===== config.mk =====
export PLATFORM = sky130hd
export DESIGN_NAME = ams_device_flat
export DESIGN_NICKNAME = d
export VERILOG_FILES = /design/src/ams_pkg.sv /design/src/ams_cfg_if.sv /design/src/ams_device.sv /design/src/flat_wrapper.sv
export VERILOG_INCLUDE_DIRS = /design/src /design/src/src
export SDC_FILE = /design/constraint.sdc
export NUM_CORES = 1
export LEC_CHECK = 0
export ABC_CLOCK_PERIOD_IN_PS = 4200
export BUFFER_PORTS_ARGS = -buffer_cell sky130_fd_sc_hd__buf_2
export CAP_MARGIN = 20
export CORE_MARGIN = 2
export CORE_UTILIZATION = 40
export CTS_CLUSTER_SIZE = 14
export DETAILED_ROUTE_END_ITERATION = 16
export SLEW_MARGIN = 10
export SYNTH_ARGS = -nofsm -noshare
export SYNTH_HDL_FRONTEND = slang
export SYNTH_SLANG_ARGS = --single-unit

===== constraint.sdc =====
create_clock -name sys_clk -period 4.2 [get_ports sys_clk]
set_input_delay 0.84 -clock sys_clk [delete_from_list [all_inputs] [get_ports sys_clk]]
set_output_delay 0.84 -clock sys_clk [all_outputs]
set_load 0.01 [all_outputs]

===== src/ams_consts.svh =====
// Constants of the converter mode and power sequencer
`ifndef AMS_CONSTS_SVH
`define AMS_CONSTS_SVH

// Serial frame: 8-bit address then 16-bit data, first bit is the top one
`define AMS_FRAME_BITS      5'd24
`define AMS_LAST_BIT        5'd23

// Device register addresses
`define AMS_A_RESET         8'h00
`define AMS_A_POWER         8'h0f
`define AMS_A_MODE          8'h31
`define AMS_A_SEL_A         8'h3a
`define AMS_A_SEL_B         8'h3b
`define AMS_A_PHASE         8'h42

// Device fields and values
`define AMS_SOFT_RESET_BIT  0
`define AMS_PD_BIT          9
`define AMS_MODE_SINGLE     16'h0001
`define AMS_MODE_DUAL       16'h0102
`define AMS_MODE_QUAD       16'h0204

// Device reset values
`define AMS_POWER_RST       16'h0000
`define AMS_MODE_RST        16'h0001
`define AMS_SEL_RST         16'h0202
`define AMS_PHASE_RST       16'h0000

// One-hot input codes in a channel byte
`define AMS_IN_ONE          8'h02
`define AMS_IN_TWO          8'h04
`define AMS_IN_THREE        8'h08
`define AMS_IN_FOUR         8'h10

// Channel masks per mode
`define AMS_MASK_SINGLE     4'h1
`define AMS_MASK_DUAL       4'h3
`define AMS_MASK_QUAD       4'hf

// Host register offsets
`define AMS_H_ADDR          4'h0
`define AMS_H_DATA          4'h4
`define AMS_H_PINS          4'h8
`define AMS_H_STATUS        4'hc
`define AMS_H_PINS_RST      2'h2

// Serial clock timing: half period as a least time, rounded up to cycles
`define AMS_CLK_NS          40
`define AMS_HALF_NS         200
`define AMS_HALF_CYC        ((`AMS_HALF_NS + `AMS_CLK_NS - 1) / `AMS_CLK_NS)

`endif


===== src/ams_pkg.sv =====
// Types of the converter mode and power sequencer
package ams_pkg;

	typedef enum logic [1:0] {
		AMS_SINGLE = 2'b00,
		AMS_DUAL   = 2'b01,
		AMS_QUAD   = 2'b10
	} ams_mode_t;

	typedef enum logic [1:0] {
		AMS_TX_IDLE  = 2'b00,
		AMS_TX_LOW   = 2'b01,
		AMS_TX_HIGH  = 2'b10,
		AMS_TX_TRAIL = 2'b11
	} ams_tx_state_t;

endpackage

===== src/ams_cfg_if.sv =====
// Serial configuration link and control pins between host and converter
`timescale 1ns/10ps
interface ams_cfg_if;
	logic cfg_sel_n;            // Frame select, low during a frame
	logic cfg_sclk;             // Serial clock, data taken on its rising edge
	logic cfg_sdata;            // Serial data, top bit first
	logic power_down_pin;       // High holds the converter powered down
	logic active_low_reset_pin; // Low resets the converter

	modport host (
		output cfg_sel_n,
		output cfg_sclk,
		output cfg_sdata,
		output power_down_pin,
		output active_low_reset_pin
	);

	modport device (
		input cfg_sel_n,
		input cfg_sclk,
		input cfg_sdata,
		input power_down_pin,
		input active_low_reset_pin
	);
endinterface


===== src/ams_device.sv =====
// Converter end: serial register file, power and mode sequencing, input routing
//
// Implementation choice: the plain strobed port.
`timescale 1ns/10ps
`include "ams_consts.svh"
module ams_device (
	// Clock and reset
	input  wire logic         sys_clk,
	input  wire logic         reset,
	// Link from the host
	ams_cfg_if.device         cfg,
	// Converter state
	output logic              powered_down,
	output ams_pkg::ams_mode_t active_mode,
	output logic      [2:0]   clk_div,
	output logic              mode_pending,
	output logic      [15:0]  bit_clk_phase,
	// Sampling and routing
	output logic      [3:0]   chan_tick,
	output logic      [7:0]   chan_input,
	output logic      [3:0]   chan_route_ok
);

	logic [23:0] rx_shift_reg;
	logic [4:0]  rx_cnt_reg;
	logic        sclk_prev_reg;
	logic        sel_prev_reg;
	logic        soft_rst_reg;
	logic [15:0] power_reg;
	logic [15:0] mode_reg;
	logic [15:0] sel_a_reg;
	logic [15:0] sel_b_reg;
	logic [2:0]  div_cnt_reg;
	logic [3:0]  chan_mask_reg;
	logic        sclk_rise;
	logic        commit;
	logic [7:0]  wr_addr;
	logic [15:0] wr_data;
	logic        chip_rst;
	logic        pd_now;
	logic        tick;
	logic [2:0]  route_c1;
	logic [2:0]  route_c2;
	logic [2:0]  route_c3;
	logic [2:0]  route_c4;

	// Valid mode word: only the three documented combinations
	function automatic logic mode_ok(input logic [15:0] v);
		mode_ok = (v == `AMS_MODE_SINGLE) || (v == `AMS_MODE_DUAL) || (v == `AMS_MODE_QUAD);
	endfunction

	// One-hot channel byte to a two-bit input index and a valid flag
	function automatic logic [2:0] route_of(input logic [7:0] b);
		if (b == `AMS_IN_ONE) begin
			route_of = 3'b100;
		end else if (b == `AMS_IN_TWO) begin
			route_of = 3'b101;
		end else if (b == `AMS_IN_THREE) begin
			route_of = 3'b110;
		end else if (b == `AMS_IN_FOUR) begin
			route_of = 3'b111;
		end else begin
			route_of = 3'b000;
		end
	endfunction

	// Serial edge and frame end, seen on rising sys_clk edges only
	assign sclk_rise = cfg.cfg_sclk & ~sclk_prev_reg;
	assign commit    = cfg.cfg_sel_n & ~sel_prev_reg & (rx_cnt_reg == `AMS_FRAME_BITS);
	assign wr_addr   = rx_shift_reg[23:16];
	assign wr_data   = rx_shift_reg[15:0];
	// Reset pin, reset command or system reset clear the device
	assign chip_rst  = reset | ~cfg.active_low_reset_pin | soft_rst_reg;
	// Power down by pin or register bit
	assign pd_now    = cfg.power_down_pin | power_reg[`AMS_PD_BIT];
	// No clock format selection exists anywhere in the map
	assign tick      = (div_cnt_reg == clk_div - 3'h1);
	// Decoded channel bytes: valid flag on top, input index below
	assign route_c1  = route_of(sel_a_reg[15:8]);
	assign route_c2  = route_of(sel_a_reg[7:0]);
	assign route_c3  = route_of(sel_b_reg[15:8]);
	assign route_c4  = route_of(sel_b_reg[7:0]);

	// Edge history of the link
	always_ff @(posedge sys_clk) begin
		if (reset) begin
			sclk_prev_reg <= 1'b0;
			sel_prev_reg  <= 1'b1;
		end else begin
			sclk_prev_reg <= cfg.cfg_sclk;
			sel_prev_reg  <= cfg.cfg_sel_n;
		end
	end

	// Frame receiver: shifts bits while selected, counts up to a full frame
	always_ff @(posedge sys_clk) begin
		if (reset) begin
			rx_shift_reg <= 24'h000000;
			rx_cnt_reg   <= 5'h00;
		end else if (!sel_prev_reg && cfg.cfg_sel_n) begin
			rx_cnt_reg <= rx_cnt_reg;                      // Held for the commit test
		end else if (cfg.cfg_sel_n) begin
			rx_cnt_reg <= 5'h00;
		end else if (sclk_rise) begin
			rx_shift_reg <= {rx_shift_reg[22:0], cfg.cfg_sdata};
			if (rx_cnt_reg != 5'h1f) begin
				rx_cnt_reg <= rx_cnt_reg + 5'h01;          // Long frames saturate and fail
			end
		end
	end

	// Reset command pulse, one cycle
	always_ff @(posedge sys_clk) begin
		if (reset) begin
			soft_rst_reg <= 1'b0;
		end else begin
			soft_rst_reg <= commit && wr_addr == `AMS_A_RESET && wr_data[`AMS_SOFT_RESET_BIT];
		end
	end

	// Register file, written when a full frame ends
	always_ff @(posedge sys_clk) begin
		if (chip_rst) begin
			power_reg     <= `AMS_POWER_RST;
			mode_reg      <= `AMS_MODE_RST;
			sel_a_reg     <= `AMS_SEL_RST;
			sel_b_reg     <= `AMS_SEL_RST;
			bit_clk_phase <= `AMS_PHASE_RST;
		end else if (commit) begin
			if (wr_addr == `AMS_A_POWER) begin
				power_reg <= wr_data;
			end else if (wr_addr == `AMS_A_MODE) begin
				mode_reg <= wr_data;
			end else if (wr_addr == `AMS_A_SEL_A) begin
				sel_a_reg <= wr_data;
			end else if (wr_addr == `AMS_A_SEL_B) begin
				sel_b_reg <= wr_data;
			end else if (wr_addr == `AMS_A_PHASE) begin
				bit_clk_phase <= wr_data;
			end
		end
	end

	// Power state follows pin and register bit
	always_ff @(posedge sys_clk) begin
		if (chip_rst) begin
			powered_down <= 1'b0;
		end else begin
			powered_down <= pd_now;
		end
	end

	// Mode and divider are taken only while powered down, for synchronisation
	always_ff @(posedge sys_clk) begin
		if (chip_rst) begin
			active_mode   <= ams_pkg::AMS_SINGLE;
			clk_div       <= 3'h1;
			chan_mask_reg <= `AMS_MASK_SINGLE;
		end else if (pd_now && mode_ok(mode_reg)) begin
			clk_div <= mode_reg[2:0];
			if (mode_reg == `AMS_MODE_DUAL) begin
				active_mode   <= ams_pkg::AMS_DUAL;
				chan_mask_reg <= `AMS_MASK_DUAL;
			end else if (mode_reg == `AMS_MODE_QUAD) begin
				active_mode   <= ams_pkg::AMS_QUAD;
				chan_mask_reg <= `AMS_MASK_QUAD;
			end else begin
				active_mode   <= ams_pkg::AMS_SINGLE;
				chan_mask_reg <= `AMS_MASK_SINGLE;
			end
		end
	end

	// Written mode not yet in force because the device is still active
	always_ff @(posedge sys_clk) begin
		if (chip_rst) begin
			mode_pending <= 1'b0;
		end else begin
			mode_pending <= mode_ok(mode_reg) && (mode_reg[2:0] != clk_div) && !pd_now;
		end
	end

	// Clock divider: one sample per divider count on each active channel
	always_ff @(posedge sys_clk) begin
		if (chip_rst || pd_now || tick) begin
			div_cnt_reg <= 3'h0;
		end else begin
			div_cnt_reg <= div_cnt_reg + 3'h1;
		end
	end

	// Per-channel sample strobes
	always_ff @(posedge sys_clk) begin
		if (chip_rst || pd_now) begin
			chan_tick <= 4'h0;
		end else begin
			chan_tick <= tick ? chan_mask_reg : 4'h0;
		end
	end

	// Routing follows the select registers with no power down needed
	always_ff @(posedge sys_clk) begin
		if (chip_rst) begin
			chan_input    <= 8'h00;
			chan_route_ok <= 4'h0;
		end else begin
			chan_input    <= {route_c4[1:0], route_c3[1:0], route_c2[1:0], route_c1[1:0]};
			chan_route_ok <= {route_c4[2], route_c3[2], route_c2[2], route_c1[2]};
		end
	end

endmodule


===== src/flat_wrapper.sv =====
// flat-port wrapper written by rule: the top's interface ports become plain ports
module ams_device_flat 
  (sys_clk, reset, powered_down, active_mode, clk_div, mode_pending, bit_clk_phase, chan_tick, chan_input, chan_route_ok, cfg_cfg_sel_n, cfg_cfg_sclk, cfg_cfg_sdata, cfg_power_down_pin, cfg_active_low_reset_pin);
  ams_cfg_if cfg_i ();
  input  wire logic sys_clk;
  input  wire logic reset;
  output logic powered_down;
  output ams_pkg::ams_mode_t active_mode;
  output logic      [2:0] clk_div;
  output logic mode_pending;
  output logic      [15:0] bit_clk_phase;
  output logic      [3:0] chan_tick;
  output logic      [7:0] chan_input;
  output logic      [3:0] chan_route_ok;
  input wire logic [$bits(cfg_i.cfg_sel_n)-1:0] cfg_cfg_sel_n;
  input wire logic [$bits(cfg_i.cfg_sclk)-1:0] cfg_cfg_sclk;
  input wire logic [$bits(cfg_i.cfg_sdata)-1:0] cfg_cfg_sdata;
  input wire logic [$bits(cfg_i.power_down_pin)-1:0] cfg_power_down_pin;
  input wire logic [$bits(cfg_i.active_low_reset_pin)-1:0] cfg_active_low_reset_pin;
  assign cfg_i.cfg_sel_n = cfg_cfg_sel_n;
  assign cfg_i.cfg_sclk = cfg_cfg_sclk;
  assign cfg_i.cfg_sdata = cfg_cfg_sdata;
  assign cfg_i.power_down_pin = cfg_power_down_pin;
  assign cfg_i.active_low_reset_pin = cfg_active_low_reset_pin;
  ams_device u_core (.sys_clk(sys_clk), .reset(reset), .cfg(cfg_i), .powered_down(powered_down), .active_mode(active_mode), .clk_div(clk_div), .mode_pending(mode_pending), .bit_clk_phase(bit_clk_phase), .chan_tick(chan_tick), .chan_input(chan_input), .chan_route_ok(chan_route_ok));
endmodule

==> impl_metrics.py <==
metrics = {
    "status": {
        "outcome": "finished, final reports clean",
    },
    "timing": {
        "final-hold-violation-count": 0,
        "drv_slew": 0,
        "maxClockFrequency_ghz": 0.408,
        "fin_crit_sh_pct": 58.4,
        "worstMarginPinSlew_ns": 0.976,
        "min_period_ns": 2.45,
        "rsz0062_at_grt": "no",
        "slew_headroom_pct": 34.8,
        "clock_skew_ns": 0.0142,
        "setup-violations-final": 0,
        "tns_ns": 0,
    },
    "power": {
        "intPower_mw": 2.24,
        "power.density_nw_per_um2": 504,
        "power.total_mw": 2.82,
        "pwr-share-comb_pct": 2.1,
        "clockPowerShare_pct": 56.2,
        "p_sw_uw": 577,
        "swShare_pct": 20.5,
        "power_frac_seq_pct": 41.8,
        "vdd_drop_max_v": 0.000292,
        "power_leakage_nw": 2.09,
    },
    "finish": {
        "finalNonFillerCells": 737,
        "nNetsFinal": 594,
        "layout_commonest_cell": "dfxtp_1",
        "regArea_um2": 2460,
        "syn2layout_area_growth_pct": 20.2,
        "largest_reg_flops": 24,
        "drive_gt1_share_pct": 14.8,
        "fill_cells": 1094,
        "n_antenna_cell": 0,
        "final_cell_mix": "dfxtp_1 (123), nand2_1 (105), nand3_1 (67), o21ai_0 (58), buf_2 (45)",
        "multiInputGateArea_um2": 2010,
        "design_area_um2": 5590,
        "finish.utilization_pct": 49.1,
    },
    "hold_path": {
        "worstHoldPathType": "register to register",
        "min_path_cells": 2,
    },
    "clock_tree": {
        "clkLatencyLatePin_ns": 0.41,
        "ctsHoldBuffers": 0,
        "cts_root_buffer": "clkbuf_16",
        "cts.path.max_buffers": 2,
        "cts.sinks": 123,
        "cts_made_buffers": 17,
        "post_cts_resized": 0,
        "path_clk_slew_ns": 0.05,
        "cts_max_level": 4,
        "postCtsSetupBuffers": 0,
        "cts_tree": "yes",
    },
    "floorplan": {
        "num_rows": 39,
        "die_h_um": 112,
        "start_util_pct": 40.9,
        "die_x_um": 112,
        "fp.dieArea_um2": 12500,
        "coreArea_um2": 11400,
        "io_pins": 46,
    },
    "worst_setup_path": {
        "path_class": "primary input to register",
        "slowest_delay_ns": 0.66,
        "critPathLaunchType": "primary input",
        "crit_chain": "buf_2, nand4b_2, nor4b_1, nand2_1, nand3_1, o21ai_0",
        "path_max_fanout": 31,
        "crit_required_ns": 4.44,
        "ff2ff_setup_slack_ns": 1.77,
        "cp_data_arrival_time_ns": 2.69,
        "crit_slowest_cell": "nand2_1",
        "end_kind": "register",
        "reg2reg_depth": 7,
    },
    "logic_synthesis": {
        "yosysWarnings": 0,
        "syn_area_um2": 4650,
        "synth_cell_types": 40,
        "syn_inst": 549,
        "syn-mean-instance-area_um2": 8.47,
        "yosys.area_share.adder_pct": 1.35,
        "synth-seq-cells": 123,
        "synth_top_family_by_area": "simple AND/OR/NAND/NOR gates",
        "seq_area_frac_synth_pct": 53.0,
        "synthSimpleGateAreaFrac_pct": 26.2,
        "synth_compound_area_share_pct": 12.0,
        "synth-xor-area-share_pct": 3.39,
        "syn_nets": 561,
        "synthMuxAreaShare_pct": 0.215,
    },
    "drt": {
        "ant_nets": 0,
        "drc": 0,
        "drt-wirelength-per-cell_um": 13.7,
        "dr_total_vias": 3790,
        "wl_um": 10100,
        "drt-initial-drc-count": 133,
        "routed_via_density": 5.14,
        "first_pass_iters": 4,
    },
    "global_routing": {
        "overflow": 0,
        "grt_max_degree": 51,
        "track_usage_pct": 16.9,
        "grt_pass1_wl_um": 17200,
        "grt_pass1_vias": 3567,
        "antenna_found_initial": 0,
    },
    "placed_design": {
        "place_inst": 705,
        "placement.io_buffers": 45,
        "dp_hpwl_um": 6480,
        "placed_area_um2": 4930,
        "gp_congestion": 0.775,
    },
    "run": {
        "drv_cap": 0,
    },
}
==> routing by layer <==
layer | global-route usage [%] | wire, µm
met3 | 4.90 | 393
met1 | 23.0 | 5110
met2 | 25.4 | 4490
met5 | 0 | 0
met4 | 6.67 | 82
==> final cells by class <==
| cell class | count | share of cell area [%] |
|---|---|---|
| timing repair buffer | 48 | 4.72 |
| clock buffer | 17 | 7.61 |
| inverter | 6 | 0.403 |
| clock inverter | 14 | 3.94 |
| sequential | 123 | 44.1 |
| multi-input combinational | 386 | 36.1 |
| tap | 143 | 3.20 |
==> logic make-up (layout without fill, tap and decap cells) <==
kind of cell | Yosys count | after routing
buf+inv | 40 | 85
flops | 123 | 123
simple gates | 253 | 253
xor+xnor | 18 | 18
compound gates | 109 | 109
mux | 1 | 1
fa+ha+maj | 5 | 5
==> worst max-delay path: cells and delay by family <==
kind / cells / cell delay (ns)
AO/OA/AOI/OAI: 1 / 0.14
buffers and inverters: 1 / 0.15
AND/OR/NAND/NOR: 4 / 1.56
==> stage by stage <==
step | worst slack [ns] | hold WS, ns
final | 1.75 | 0.454
after global routing | 1.45 | 0.475
after detailed placement | 1.36 | 0.445
after CTS | 1.74 | 0.457
after floorplan | 2.16 | 0.428
after global placement | 1.35 | 0.444
==> cell usage after synthesis <==
cell / number / area [µm²]
dfxtp_1: 123 / 2460
nand2_1: 105 / 394
nand3_1: 67 / 335
o21ai_0: 58 / 290
a21oi_1: 44 / 220
nor2_1: 24 / 90.1
clkbuf_1: 23 / 86.3
nor3_1: 13 / 65.1
nor4_1: 13 / 81.3
xor2_1: 12 / 105
inv_1: 6 / 22.5
xnor2_1: 6 / 52.6
ha_1: 5 / 62.6
nand2b_1: 5 / 31.3
and2_1: 4 / 25.0
buf_1: 3 / 11.3
buf_2: 3 / 15.0
nor3b_1: 3 / 22.5
nor4b_1: 3 / 26.3
a211oi_1: 2 / 15.0
and3_1: 2 / 12.5
buf_4: 2 / 15.0
buf_6: 2 / 22.5
nand4_1: 2 / 12.5
nor2_4: 2 / 22.5
o21ai_1: 2 / 10.0
or4bb_1: 2 / 22.5
a22oi_1: 1 / 7.51
and4bb_2: 1 / 12.5
clkbuf_2: 1 / 5.00
mux2i_1: 1 / 10.0
nand4b_1: 1 / 8.76
nand4b_2: 1 / 15.0
nor2b_1: 1 / 6.26
o211ai_1: 1 / 7.51
o311ai_0: 1 / 8.76
or2_2: 1 / 6.26
or3_1: 1 / 6.26
or3b_2: 1 / 8.76
or4b_4: 1 / 13.8
==> power by group through the flow <==
stage	logic, mW	registers, mW	clock network (mW)
after global routing	0.0655	1.18	1.66
after floorplan	0.0392	1.20	0
after detailed placement	0.0590	1.20	0
after global placement	0.0586	1.20	0
after CTS	0.0592	1.18	1.61
final	0.0588	1.18	1.58
==> path summary, 6_finish.rpt <==
kind / startpoint / end
hold reg to reg: u_core.active_mode[0]$_SDFFE_PP0P_ / u_core.active_mode[0]$_SDFFE_PP0P_
setup reg to reg: u_core.rx_cnt_reg[0]$_SDFFE_PP0P_ / u_core.mode_reg[10]$_SDFFE_PP0P_
hold / removal: u_core.active_mode[0]$_SDFFE_PP0P_ / u_core.active_mode[0]$_SDFFE_PP0P_
setup / recovery: cfg_cfg_sel_n / u_core.mode_reg[10]$_SDFFE_PP0P_
Power figures use the tool's default switching activity.
